<file path="src/core/phy_power_ctrl_defines.svh">
// Offsets, field positions, reset values and timing figures of the
// power and test control register.
// Assumes inclusion by bare name from the core sources.
`ifndef PHY_POWER_CTRL_DEFINES_SVH
`define PHY_POWER_CTRL_DEFINES_SVH

////////////////////////////////////////////////////////////////////////
// Management address map
`define MGMT_ADDR_W 5
`define MGMT_DATA_W 16
`define PWR_TEST_CTRL_OFFSET 5'h11

////////////////////////////////////////////////////////////////////////
// Field positions
`define FLD_CLK_OFF 15
`define FLD_PS_EN 14
`define FLD_PS_SEL_HI 13
`define FLD_PS_SEL_LO 12
`define FLD_SCR_BYPASS 11
`define FLD_RSVD_10 10
`define FLD_LB_DEPTH_HI 9
`define FLD_LB_DEPTH_LO 8
`define FLD_FD_COL 4

////////////////////////////////////////////////////////////////////////
// Reset values
`define PWR_TEST_CTRL_RESET 16'h0100
`define LB_DEPTH_RESET 2'h1

////////////////////////////////////////////////////////////////////////
// Loopback FIFO depths in nibbles
`define LB_NIBBLES_00 4'h4
`define LB_NIBBLES_01 4'h5
`define LB_NIBBLES_10 4'h6
`define LB_NIBBLES_11 4'h8

////////////////////////////////////////////////////////////////////////
// Timing
`define CLK_FREQ_KHZ 40000
`define WAKE_PULSE_INTERVAL_MS 1400
`define ENERGY_QUAL_CYCLES 8

`endif

</file>
<file path="src/core/phy_power_ctrl_pkg.sv">
// Types shared by the power and test control logic.
// Assumes the defines header is available on the include path.
`include "phy_power_ctrl_defines.svh"

package phy_power_ctrl_pkg;

  // Power save select encodings
  typedef enum logic [1:0]
  {
    PS_SEL_NORMAL = 2'h0,
    PS_SEL_STD_POWER_DOWN = 2'h1,
    PS_SEL_ACTIVE_SLEEP = 2'h2,
    PS_SEL_PASSIVE_SLEEP = 2'h3
  } power_save_select_t;

  // Power state machine
  typedef enum logic [1:0]
  {
    ST_NORMAL,
    ST_STD_POWER_DOWN,
    ST_ACTIVE_SLEEP,
    ST_PASSIVE_SLEEP
  } power_state_t;

  // Management request from the serial port logic
  typedef struct packed
  {
    logic [`MGMT_ADDR_W-1:0] addr;
    logic [`MGMT_DATA_W-1:0] wdata;
    logic wr;
    logic rd;
  } mgmt_req_t;

  // Writable fields of the control register
  typedef struct packed
  {
    logic clock_off;
    logic power_save_enable;
    power_save_select_t power_save_select;
    logic scrambler_bypass;
    logic [1:0] loopback_depth;
    logic full_duplex_collision_enable;
  } ctrl_fields_t;

endpackage : phy_power_ctrl_pkg

</file>
<file path="src/core/level_sync.sv">
// Two flip-flop synchroniser for levels arriving from outside the clock.
// Assumes each bit is an independent slow level.
`timescale 1ns/100ps

module level_sync
#(
  parameter int WIDTH = 1
)
(
  input wire logic clk_in,
  input wire logic rstn_in,
  input wire logic [WIDTH-1:0] async_in,
  output logic [WIDTH-1:0] sync_out
);

  logic [WIDTH-1:0] meta_r;

  generate
    if (WIDTH < 1)
    begin : g_bad_width
      $error("level_sync: WIDTH must be at least 1");
    end
  endgenerate

  // First stage is read only by the second stage
  always_ff @(posedge clk_in or negedge rstn_in)
  begin
    if (!rstn_in)
    begin
      meta_r <= '0;
      sync_out <= '0;
    end
    else
    begin
      meta_r <= async_in;
      sync_out <= meta_r;
    end
  end

endmodule : level_sync

</file>
<file path="src/core/phy_power_test_control.sv">
// Power and test control register of a 10/100 transceiver, with the
// power-save state machine, wake pulse timer and collision gating.
// Assumes management accesses arrive on the same clock; energy detect
// comes from the analog front end and is synchronised here.
//
// Functional notes
// - Clock-off bit acts only in standards power-down
// - Select codes: normal, power-down, active, passive sleep
// - Power-down keeps only management port alive
// - Active sleep sends wake pulse every 1.4s
// - Active sleep wakes on energy detect
// - Passive sleep: no pulses, wakes on energy
// - Scrambler bypass bit bypasses 100M scrambler
// - Reserved bits ignore writes, read zero
// - Loopback depth codes give 4/5/6/8 nibbles
// - Elastic FIFO depth feeds far-end loopback
// - Full-duplex collision bit extends collision signalling
//
// The address-and-strobe port is this design's own decision.
`timescale 1ns/100ps
`include "phy_power_ctrl_defines.svh"

module phy_power_test_control
  import phy_power_ctrl_pkg::*;
#(
  parameter int unsigned WAKE_PULSE_CYCLES = `WAKE_PULSE_INTERVAL_MS * `CLK_FREQ_KHZ,
  parameter int unsigned ENERGY_QUAL_CYCLES = `ENERGY_QUAL_CYCLES
)
(
  input wire logic clk_in,
  input wire logic rstn_in,
  input wire mgmt_req_t mgmt_req_in,
  output logic [`MGMT_DATA_W-1:0] mgmt_rdata_out,
  input wire logic energy_detect_in,
  input wire logic collision_raw_in,
  input wire logic full_duplex_in,
  output logic clock_disable_out,
  output logic core_power_on_out,
  output logic energy_detect_power_out,
  output logic wake_pulse_out,
  output logic scrambler_bypass_out,
  output logic [3:0] loopback_depth_nibbles_out,
  output logic collision_out,
  output power_state_t power_state_out
);

  ////////////////////////////////////////////////////////////////////////
  // Parameter checks

  generate
    if (WAKE_PULSE_CYCLES < 2)
    begin : g_bad_wake
      $error("WAKE_PULSE_CYCLES must be at least 2");
    end
    if (ENERGY_QUAL_CYCLES < 1 || ENERGY_QUAL_CYCLES > 255)
    begin : g_bad_qual
      $error("ENERGY_QUAL_CYCLES must lie in 1..255");
    end
  endgenerate

  localparam logic [31:0] WAKE_RELOAD = 32'(WAKE_PULSE_CYCLES - 1);
  localparam logic [7:0] QUAL_LAST = 8'(ENERGY_QUAL_CYCLES - 1);

  ////////////////////////////////////////////////////////////////////////
  // Declarations

  ctrl_fields_t ctrl_r;
  power_state_t state_r;
  power_state_t state_nxt;
  logic energy_sync;
  logic [7:0] qual_cnt_r;
  logic energy_seen;
  logic wake_event;
  logic [31:0] wake_cnt_r;
  logic reg_hit;
  logic [`MGMT_DATA_W-1:0] read_word;

  ////////////////////////////////////////////////////////////////////////
  // Energy detect synchroniser

  level_sync
  #(
    .WIDTH(1)
  )
  level_sync_i
  (
    .clk_in(clk_in),
    .rstn_in(rstn_in),
    .async_in(energy_detect_in),
    .sync_out(energy_sync)
  );

  ////////////////////////////////////////////////////////////////////////
  // Register decode

  assign reg_hit = (mgmt_req_in.addr == `PWR_TEST_CTRL_OFFSET);

  // Wake from either sleep mode on qualified energy
  assign energy_seen = energy_sync && (qual_cnt_r == QUAL_LAST);
  assign wake_event = energy_seen &&
                      ((state_r == ST_ACTIVE_SLEEP) || (state_r == ST_PASSIVE_SLEEP));

  always_ff @(posedge clk_in or negedge rstn_in)
  begin
    if (!rstn_in)
    begin
      ctrl_r.clock_off <= 1'b0;
      ctrl_r.power_save_enable <= 1'b0;
      ctrl_r.power_save_select <= PS_SEL_NORMAL;
      ctrl_r.scrambler_bypass <= 1'b0;
      ctrl_r.loopback_depth <= `LB_DEPTH_RESET;
      ctrl_r.full_duplex_collision_enable <= 1'b0;
    end
    else
    begin
      if (mgmt_req_in.wr && reg_hit)
      begin
        ctrl_r.clock_off <= mgmt_req_in.wdata[`FLD_CLK_OFF];
        ctrl_r.power_save_enable <= mgmt_req_in.wdata[`FLD_PS_EN];
        ctrl_r.power_save_select <=
          power_save_select_t'(mgmt_req_in.wdata[`FLD_PS_SEL_HI:`FLD_PS_SEL_LO]);
        ctrl_r.scrambler_bypass <= mgmt_req_in.wdata[`FLD_SCR_BYPASS];
        ctrl_r.loopback_depth <= mgmt_req_in.wdata[`FLD_LB_DEPTH_HI:`FLD_LB_DEPTH_LO];
        ctrl_r.full_duplex_collision_enable <= mgmt_req_in.wdata[`FLD_FD_COL];
      end
      if (wake_event)
      begin
        ctrl_r.power_save_enable <= 1'b0;
      end
    end
  end

  ////////////////////////////////////////////////////////////////////////
  // Read path

  always_comb
  begin
    read_word = '0;
    read_word[`FLD_CLK_OFF] = ctrl_r.clock_off;
    read_word[`FLD_PS_EN] = ctrl_r.power_save_enable;
    read_word[`FLD_PS_SEL_HI:`FLD_PS_SEL_LO] = ctrl_r.power_save_select;
    read_word[`FLD_SCR_BYPASS] = ctrl_r.scrambler_bypass;
    read_word[`FLD_LB_DEPTH_HI:`FLD_LB_DEPTH_LO] = ctrl_r.loopback_depth;
    read_word[`FLD_FD_COL] = ctrl_r.full_duplex_collision_enable;
  end

  // Data stand for one cycle after the strobe, zero otherwise
  always_ff @(posedge clk_in or negedge rstn_in)
  begin
    if (!rstn_in)
    begin
      mgmt_rdata_out <= '0;
    end
    else if (mgmt_req_in.rd && reg_hit)
    begin
      mgmt_rdata_out <= read_word;
    end
    else
    begin
      mgmt_rdata_out <= '0;
    end
  end

  ////////////////////////////////////////////////////////////////////////
  // Energy qualification

  // Energy must be present for a run of cycles before it counts
  always_ff @(posedge clk_in or negedge rstn_in)
  begin
    if (!rstn_in)
    begin
      qual_cnt_r <= '0;
    end
    else if (!energy_sync)
    begin
      qual_cnt_r <= '0;
    end
    else if (qual_cnt_r != QUAL_LAST)
    begin
      qual_cnt_r <= qual_cnt_r + 8'h01;
    end
  end

  ////////////////////////////////////////////////////////////////////////
  // Power state machine

  always_comb
  begin
    state_nxt = state_r;
    case (state_r)
      ST_NORMAL:
      begin
        if (ctrl_r.power_save_enable)
        begin
          case (ctrl_r.power_save_select)
            PS_SEL_STD_POWER_DOWN: state_nxt = ST_STD_POWER_DOWN;
            PS_SEL_ACTIVE_SLEEP: state_nxt = ST_ACTIVE_SLEEP;
            PS_SEL_PASSIVE_SLEEP: state_nxt = ST_PASSIVE_SLEEP;
            default: state_nxt = ST_NORMAL;
          endcase
        end
      end
      ST_STD_POWER_DOWN:
      begin
        if (!ctrl_r.power_save_enable ||
            ctrl_r.power_save_select != PS_SEL_STD_POWER_DOWN)
        begin
          state_nxt = ST_NORMAL;
        end
      end
      ST_ACTIVE_SLEEP:
      begin
        if (wake_event || !ctrl_r.power_save_enable ||
            ctrl_r.power_save_select != PS_SEL_ACTIVE_SLEEP)
        begin
          state_nxt = ST_NORMAL;
        end
      end
      ST_PASSIVE_SLEEP:
      begin
        if (wake_event || !ctrl_r.power_save_enable ||
            ctrl_r.power_save_select != PS_SEL_PASSIVE_SLEEP)
        begin
          state_nxt = ST_NORMAL;
        end
      end
      default:
      begin
        state_nxt = ST_NORMAL;
      end
    endcase
  end

  always_ff @(posedge clk_in or negedge rstn_in)
  begin
    if (!rstn_in)
    begin
      state_r <= ST_NORMAL;
    end
    else
    begin
      state_r <= state_nxt;
    end
  end

  ////////////////////////////////////////////////////////////////////////
  // Wake pulse timer

  always_ff @(posedge clk_in or negedge rstn_in)
  begin
    if (!rstn_in)
    begin
      wake_cnt_r <= '0;
      wake_pulse_out <= 1'b0;
    end
    else if (state_r != ST_ACTIVE_SLEEP)
    begin
      wake_cnt_r <= WAKE_RELOAD;
      wake_pulse_out <= 1'b0;
    end
    else if (wake_cnt_r == 32'h0000_0000)
    begin
      wake_cnt_r <= WAKE_RELOAD;
      wake_pulse_out <= 1'b1;
    end
    else
    begin
      wake_cnt_r <= wake_cnt_r - 32'h0000_0001;
      wake_pulse_out <= 1'b0;
    end
  end

  ////////////////////////////////////////////////////////////////////////
  // Power domain controls

  always_ff @(posedge clk_in or negedge rstn_in)
  begin
    if (!rstn_in)
    begin
      clock_disable_out <= 1'b0;
      core_power_on_out <= 1'b1;
      energy_detect_power_out <= 1'b1;
      power_state_out <= ST_NORMAL;
    end
    else
    begin
      clock_disable_out <= ctrl_r.clock_off && (state_r == ST_STD_POWER_DOWN);
      core_power_on_out <= (state_r == ST_NORMAL);
      energy_detect_power_out <= (state_r != ST_STD_POWER_DOWN);
      power_state_out <= state_r;
    end
  end

  ////////////////////////////////////////////////////////////////////////
  // Datapath controls

  always_ff @(posedge clk_in or negedge rstn_in)
  begin
    if (!rstn_in)
    begin
      scrambler_bypass_out <= 1'b0;
      loopback_depth_nibbles_out <= `LB_NIBBLES_01;
    end
    else
    begin
      scrambler_bypass_out <= ctrl_r.scrambler_bypass;
      case (ctrl_r.loopback_depth)
        2'h0: loopback_depth_nibbles_out <= `LB_NIBBLES_00;
        2'h1: loopback_depth_nibbles_out <= `LB_NIBBLES_01;
        2'h2: loopback_depth_nibbles_out <= `LB_NIBBLES_10;
        default: loopback_depth_nibbles_out <= `LB_NIBBLES_11;
      endcase
    end
  end

  ////////////////////////////////////////////////////////////////////////
  // Collision gating

  always_ff @(posedge clk_in or negedge rstn_in)
  begin
    if (!rstn_in)
    begin
      collision_out <= 1'b0;
    end
    else
    begin
      collision_out <= collision_raw_in &&
                       (!full_duplex_in || ctrl_r.full_duplex_collision_enable);
    end
  end

endmodule : phy_power_test_control

</file>
<file path="config.mk">
export PLATFORM = sky130hd
export DESIGN_NAME = phy_power_test_control
export DESIGN_NICKNAME = d
export VERILOG_FILES = /design/src/core/phy_power_ctrl_pkg.sv /design/src/core/level_sync.sv /design/src/core/phy_power_test_control.sv
export VERILOG_INCLUDE_DIRS = /design/src /design/src/core
export SDC_FILE = /design/constraint.sdc
export NUM_CORES = 1
export LEC_CHECK = 0
export ABC_AREA = 1
export BUFFER_PORTS_ARGS = -buffer_cell sky130_fd_sc_hd__buf_2
export CAP_MARGIN = 5
export CORE_MARGIN = 1.5
export CORE_UTILIZATION = 35
export CTS_CLUSTER_SIZE = 28
export DETAILED_ROUTE_END_ITERATION = 8
export PLACE_DENSITY = 0.55
export REMOVE_ABC_BUFFERS = 1
export SYNTH_ARGS = -nofsm -noshare
export SYNTH_HDL_FRONTEND = slang
export SYNTH_SLANG_ARGS = --single-unit
</file>
<file path="constraint.sdc">
create_clock -name clk_in -period 4.1 [get_ports clk_in]
set_clock_uncertainty 0.05 [all_clocks]
set_input_delay 0.205 -clock clk_in [delete_from_list [all_inputs] [get_ports clk_in]]
set_output_delay 0.205 -clock clk_in [all_outputs]
set_load 0.03 [all_outputs]
</file>
# Word level (Yosys, flattened, before mapping)
# Cells that the tools add are included.
# classes
eq_ne,21
n_reduce_logical,19
muxes,16
add_sub_neg,2
# op_table
operator,n
32-bit 2-to-1 mux,2
32-bit logical NOT,1
"32-bit by 1-bit subtractor with 32-bit output, second input constant",1
16-bit 2-to-1 mux,1
8-bit 2-to-1 mux,2
"2-bit != test, second input constant",6
4-bit one-hot mux with 3 select lines,1
"2-bit equality test, second input constant",5
"8-bit by 1-bit adder with 8-bit output, second input constant",1
"8-bit by 3-bit equality test with 1-bit output, second input constant",1
2-bit 2-to-1 mux,4
"2-bit by 1-bit != test with 1-bit output, second input constant",4
"8-bit by 3-bit != test with 1-bit output, second input constant",1
2-bit one-hot mux with 4 select lines,1
7-bit 2-to-1 mux,1
"2-bit by 1-bit equality test with 1-bit output, second input constant",3
1-bit logical AND,6
1-bit logical OR,6
2-bit one-hot mux with 3 select lines,1
"5-bit equality test, second input constant",1
2-bit logical NOT,2
4-bit AND reduction,1
1-bit 2-to-1 mux,3
1-bit logical NOT,2
2-bit nonzero test,1
# word_totals
out_inout_bits,28
regBits,80
word_cells,78
input_bits,28

# Depth between registers and ports, before layout
# depth
depth_word,7
depth_mapped,10
depth_no_buf,10

# Cells and area by module
# Synthesis repeated with hierarchy kept, for this count alone.
# unflattened
hier_cells,385
hier_area_um2,3408.3
# modules_own_cells
module,seq_area_each_um2,instances,area_each_um2,cells_each
phy_power_test_control,1757.9,1,3358.2,383
level_sync,50.0,1,50.0,2

# Worst setup path before layout
# OpenSTA, ideal clock, no wires.
# synth_timing
path_type,reg2reg
startpoint,register wake_cnt_r[0]
endpoint,register wake_cnt_r[14]
path_buffers,0
setup_time_ns,0.127
arrival_time_ns,1.422
synth_period_minus_slack_ns,1.600
path_stages_with_launch,9
required_ns,3.923
slack_ns,2.500
path_cell_list,dfrtp_1 inv_1 ha_1 nand2_2 nor2_8 nand2_1 nor2_1 xor2_1 or2_2
# synth_between
elab_chain_len,3
word_cells_on_any_way,4
cone_classes,add/sub: 1; mux: 2; reduce/logical: 1
# synth_lines
item,line,source
start: declaration,phy_power_test_control.sv:74,logic [31:0] wake_cnt_r;
start signal: assignment,phy_power_test_control.sv:268,wake_cnt_r <= wake_cnt_r - 32'h0000_0001;
32-bit by 1-bit subtractor with 32-bit output / 32-bit logical NOT (equally long branches),"phy_power_test_control.sv:268, phy_power_test_control.sv:261",
32-bit 2-to-1 mux *,phy_power_test_control.sv:261,else if (wake_cnt_r == 32'h0000_0000)
32-bit 2-to-1 mux *,phy_power_test_control.sv:256,else if (state_r != ST_ACTIVE_SLEEP)
# Every way passes the cells marked *; elsewhere a longest branch is shown, timed or not.
# A chain may end at the register's enable or synchronous reset.

# Final worst setup path
# layout_timing
startpoint,register state_r[1]
endpoint,register wake_cnt_r[29]
# layout_between
elab_chain_len,2
# layout_lines
item,line,source
start: declaration,phy_power_test_control.sv:68,power_state_t state_r;
start signal: assignment,phy_power_test_control.sv:242,state_r <= state_nxt;
2-bit != test,phy_power_test_control.sv:256,
32-bit 2-to-1 mux,phy_power_test_control.sv:256,
# Every way passes these cells.

==> results by group <==
Final layout
  • Fillcell total: 948
  • Filler-free cell count of the finished design: 567
  • Layout area overhead: 15.05%
  • Fin nets: 463
  • Share of cells above drive strength 1: 21.69%
  • # diodes: 0
  • Final instance area: 0.003921 mm^2

Clock network
  • Clock latency on the worst-skew pair: 350 ps
  • Clock buffer depth: 2
  • Post-CTS sizing: 0
  • Clock sink count: 72
  • Clk pin slew, worst setup/hold paths: 90 ps
  • TritonCTS buffer count: 9
  • H-tree depth: 3
  • CTS tree: done
  • Post-CTS setup buffers: 0
  • Clock Tree Root: clkbuf_8

Synth
  • Post-synthesis register bit count: 72
  • Cell Area, Synth: 0.003408 mm^2
  • Unique masters post-synth: 38
  • Main synth FF type: dfrtp_1
  • Sequential area share after synthesis: 53.05%
  • Syn Inst Count: 385
  • Ys Warns: 0
  • Synthesized area per cell: 8.853 um^2
  • Post-synth EDFFs: 0
  • Asr flop ratio synth: 100.0%

Placed design
  • Placed insts: 548
  • IO buf count: 39
  • Placed inst area: 0.003706 mm^2
  • Routability cong.: 0.7830
  • Final HPWL DP: 4.665 mm

Pwr
  • Leak Pwr: 1.869 nW
  • Pwr dens: 437.6 mW/mm^2
  • Switch share: 35.17%
  • Int Pwr: 0.001112 W
  • Clk pwr share: 31.1%
  • Sequential Power Share: 48.3%
  • Net Sw Power: 0.0006036 W
  • Power, Total: 0.001716 W
  • VDD IR max: 0.1810 mV
  • Combinational Power Share: 20.6%

GRT
  • First-pass GRT wire length: 11.71 mm
  • Vias in the first global route: 2571
  • Total track usage: 14.47%
  • Largest net degree at the start of global routing: 73
  • Antenna violations before repair: 0
  • Remaining Overflow, GRT: 0

Floorplan
  • IO Count: 56
  • Total core area: 0.009328 mm^2
  • Die W: 101.7 um
  • Die Ht: 101.7 um
  • Die area: 0.01034 mm^2
  • Row cnt: 35
  • Initial Utilization: 36.54%

Route
  • Via/cell ratio: 4.533
  • Via Count: 2570
  • Number of DRC markers in iteration 0: 72
  • Overall routed net length: 6.587 mm
  • Mean routed wirelength per cell: 11.62 um
  • DRT Pass-1 Iters: 4
  • Remaining DRCs: 0
  • DRT antenna net count: 0

Critical path
  • Most used cell, CP: nor2_2
  • Critical Path RT: 4330 ps
  • Startpoint types: flop
  • Critical setup path kind: flop to flop
  • Crit path cell chain: inv_1 -> nor2_2 -> nand2_4 -> inv_2 -> nand2_1 -> nor2_2
  • Critical path's slowest cell: nor2_2
  • Max incr delay on CP: 480 ps
  • Critical path endpoint category: flop
  • Crit Path Max Fanout: 13
  • Crit path arrival time: 2060 ps

STA
  • Final hold violation count: 0
  • Final TNS setup: 0 ps
  • # setup viols final: 0
  • Max-slew violations: 0
  • RSZ-0062 raised after global routing: no
  • Crit path time final: 1833 ps
  • Max-slew headroom: 38.77%
  • Worst Tran Pin Value: 918.5 ps
  • F_max: 545.7 MHz
  • Final period util: 44.70%

Outcome
  • Outcome: finished clean

Hold path
  • HP Class: input pin to flop

Run
  • Maxcap violations: 0
==> area by class of cell <==
type	instances	area, um^2	share of cell area, %
clock inverter	7	61.31	1.563
timing repair buffer	42	227.7	5.807
inverter	36	135.1	3.446
tap	129	161.4	4.116
sequential	72	1808	46.11
multi-input combinational	272	1404	35.80
clock buffer	9	123.9	3.159
==> power by group through the flow <==
stage | Combinational, W | Sequential, W | Clock [W]
3_5_place_dp | 0.000359 | 0.000845 | 0
2_1_floorplan | 0.000172 | 0.000907 | 0
6_report | 0.000354 | 0.000828 | 0.000534
3_3_place_gp | 0.000352 | 0.000844 | 0
5_1_grt | 0.000402 | 0.000839 | 0.000585
4_1_cts | 0.000362 | 0.000831 | 0.000559
==> cells in the final DEF (no fill, tap or decap), types with 8 or more instances in the layout <==
master / instances
a21oi_1: 14
buf_2: 38
clkbuf_8: 9
conb_1: 8
dfrtp_1: 67
inv_1: 34
nand2_1: 60
nand3_1: 25
nand4_1: 8
nor2_1: 83
nor2_2: 9
o21ai_0: 10
xor2_1: 8
==> flip-flops by register name, summed over array words and instances, names as in the netlist, 2 cells and up <==
signal                      flops
wake_cnt_r                     32
mgmt_rdata_out                  8
power_state_out                 2
qual_cnt_r                      8
ctrl_r                          8
loopback_depth_nibbles_out      4
state_r                         2
==> worst max-delay path: cells and delay by family, from the launching register on <==
kind,cells,cell delay (ps)
AND/OR/NAND/NOR,4,890
flip-flops,1,470
buffers and inverters,2,360
==> final timing paths <==
path	to	cells after the start	startpoint	slack (ps)
worst max-delay path	wake_cnt_r[29]$_DFF_PN0_	6	state_r[1]$_DFFE_PN0P_	2270
worst min-delay path	ctrl_r[1]$_DFFE_PN1P_	3	mgmt_req_in[10]	30
worst max register to register	wake_cnt_r[29]$_DFF_PN0_	6	state_r[1]$_DFFE_PN0P_	2270
worst min register to register	level_sync_i.sync_out$_DFF_PN0_	0	level_sync_i.meta_r$_DFF_PN0_	310
max in group asynchronous	wake_cnt_r[7]$_DFF_PN0_	2	rstn_in	2910
min in group asynchronous	wake_cnt_r[4]$_DFF_PN0_	2	rstn_in	450
==> what timing repair did <==
item / in CTS / in global routing
setup endpoints to repair: 0 / 0
hold buffers: 3 / 0
endpoints found under the hold margin: 69 / 0
==> metrics by stage <==
stage	util [%]	setup slack, ps	hold slack (ps)
global placement	39.73	2251	265.1
CTS	42.04	2194	8.634
floorplan	-	2500	-140.6
global route	42.04	2059	38.58
finish	42.04	2267	31.03
detailed placement	39.73	2222	265.1
==> per-layer routing <==
layer | up-vias | track usage [%] | wire [um]
li1 | 1307 | - | -
met1 | 1205 | 18.49 | 3175
met2 | 51 | 22.87 | 3008
met3 | 7 | 4.831 | 342
met4 | 0 | 5.342 | 60
met5 | - | 0 | 0
==> synthesized netlist by cell type, drive strengths merged, types with 5 or more instances <==
cell	count	area [um^2]
xor2	8	70.07
nand2	67	279.0
buf	11	83.82
inv	36	135.1
o21ai	11	55.05
nand4	9	71.32
nand3b	5	37.54
a21oi	14	70.07
or2	6	37.54
dfstp	5	131.4
dfrtp	67	1677
nor2	99	464.2
nand3	27	145.1
==> kinds of logic (layout without fill, tap and decap cells) <==
kind of cell,Yosys count,after routing,share of synthesized area (%)
AND/OR/NAND/NOR,219,219,31.39
adder cells (fa/ha/maj),2,2,0.7341
XOR/XNOR,11,11,2.827
flip-flops,72,72,53.05
buffers and inverters,48,94,6.534
other,1,8,0.1100
AO/OA/AOI/OAI,32,32,5.360
Power figures use the tool's default switching activity.
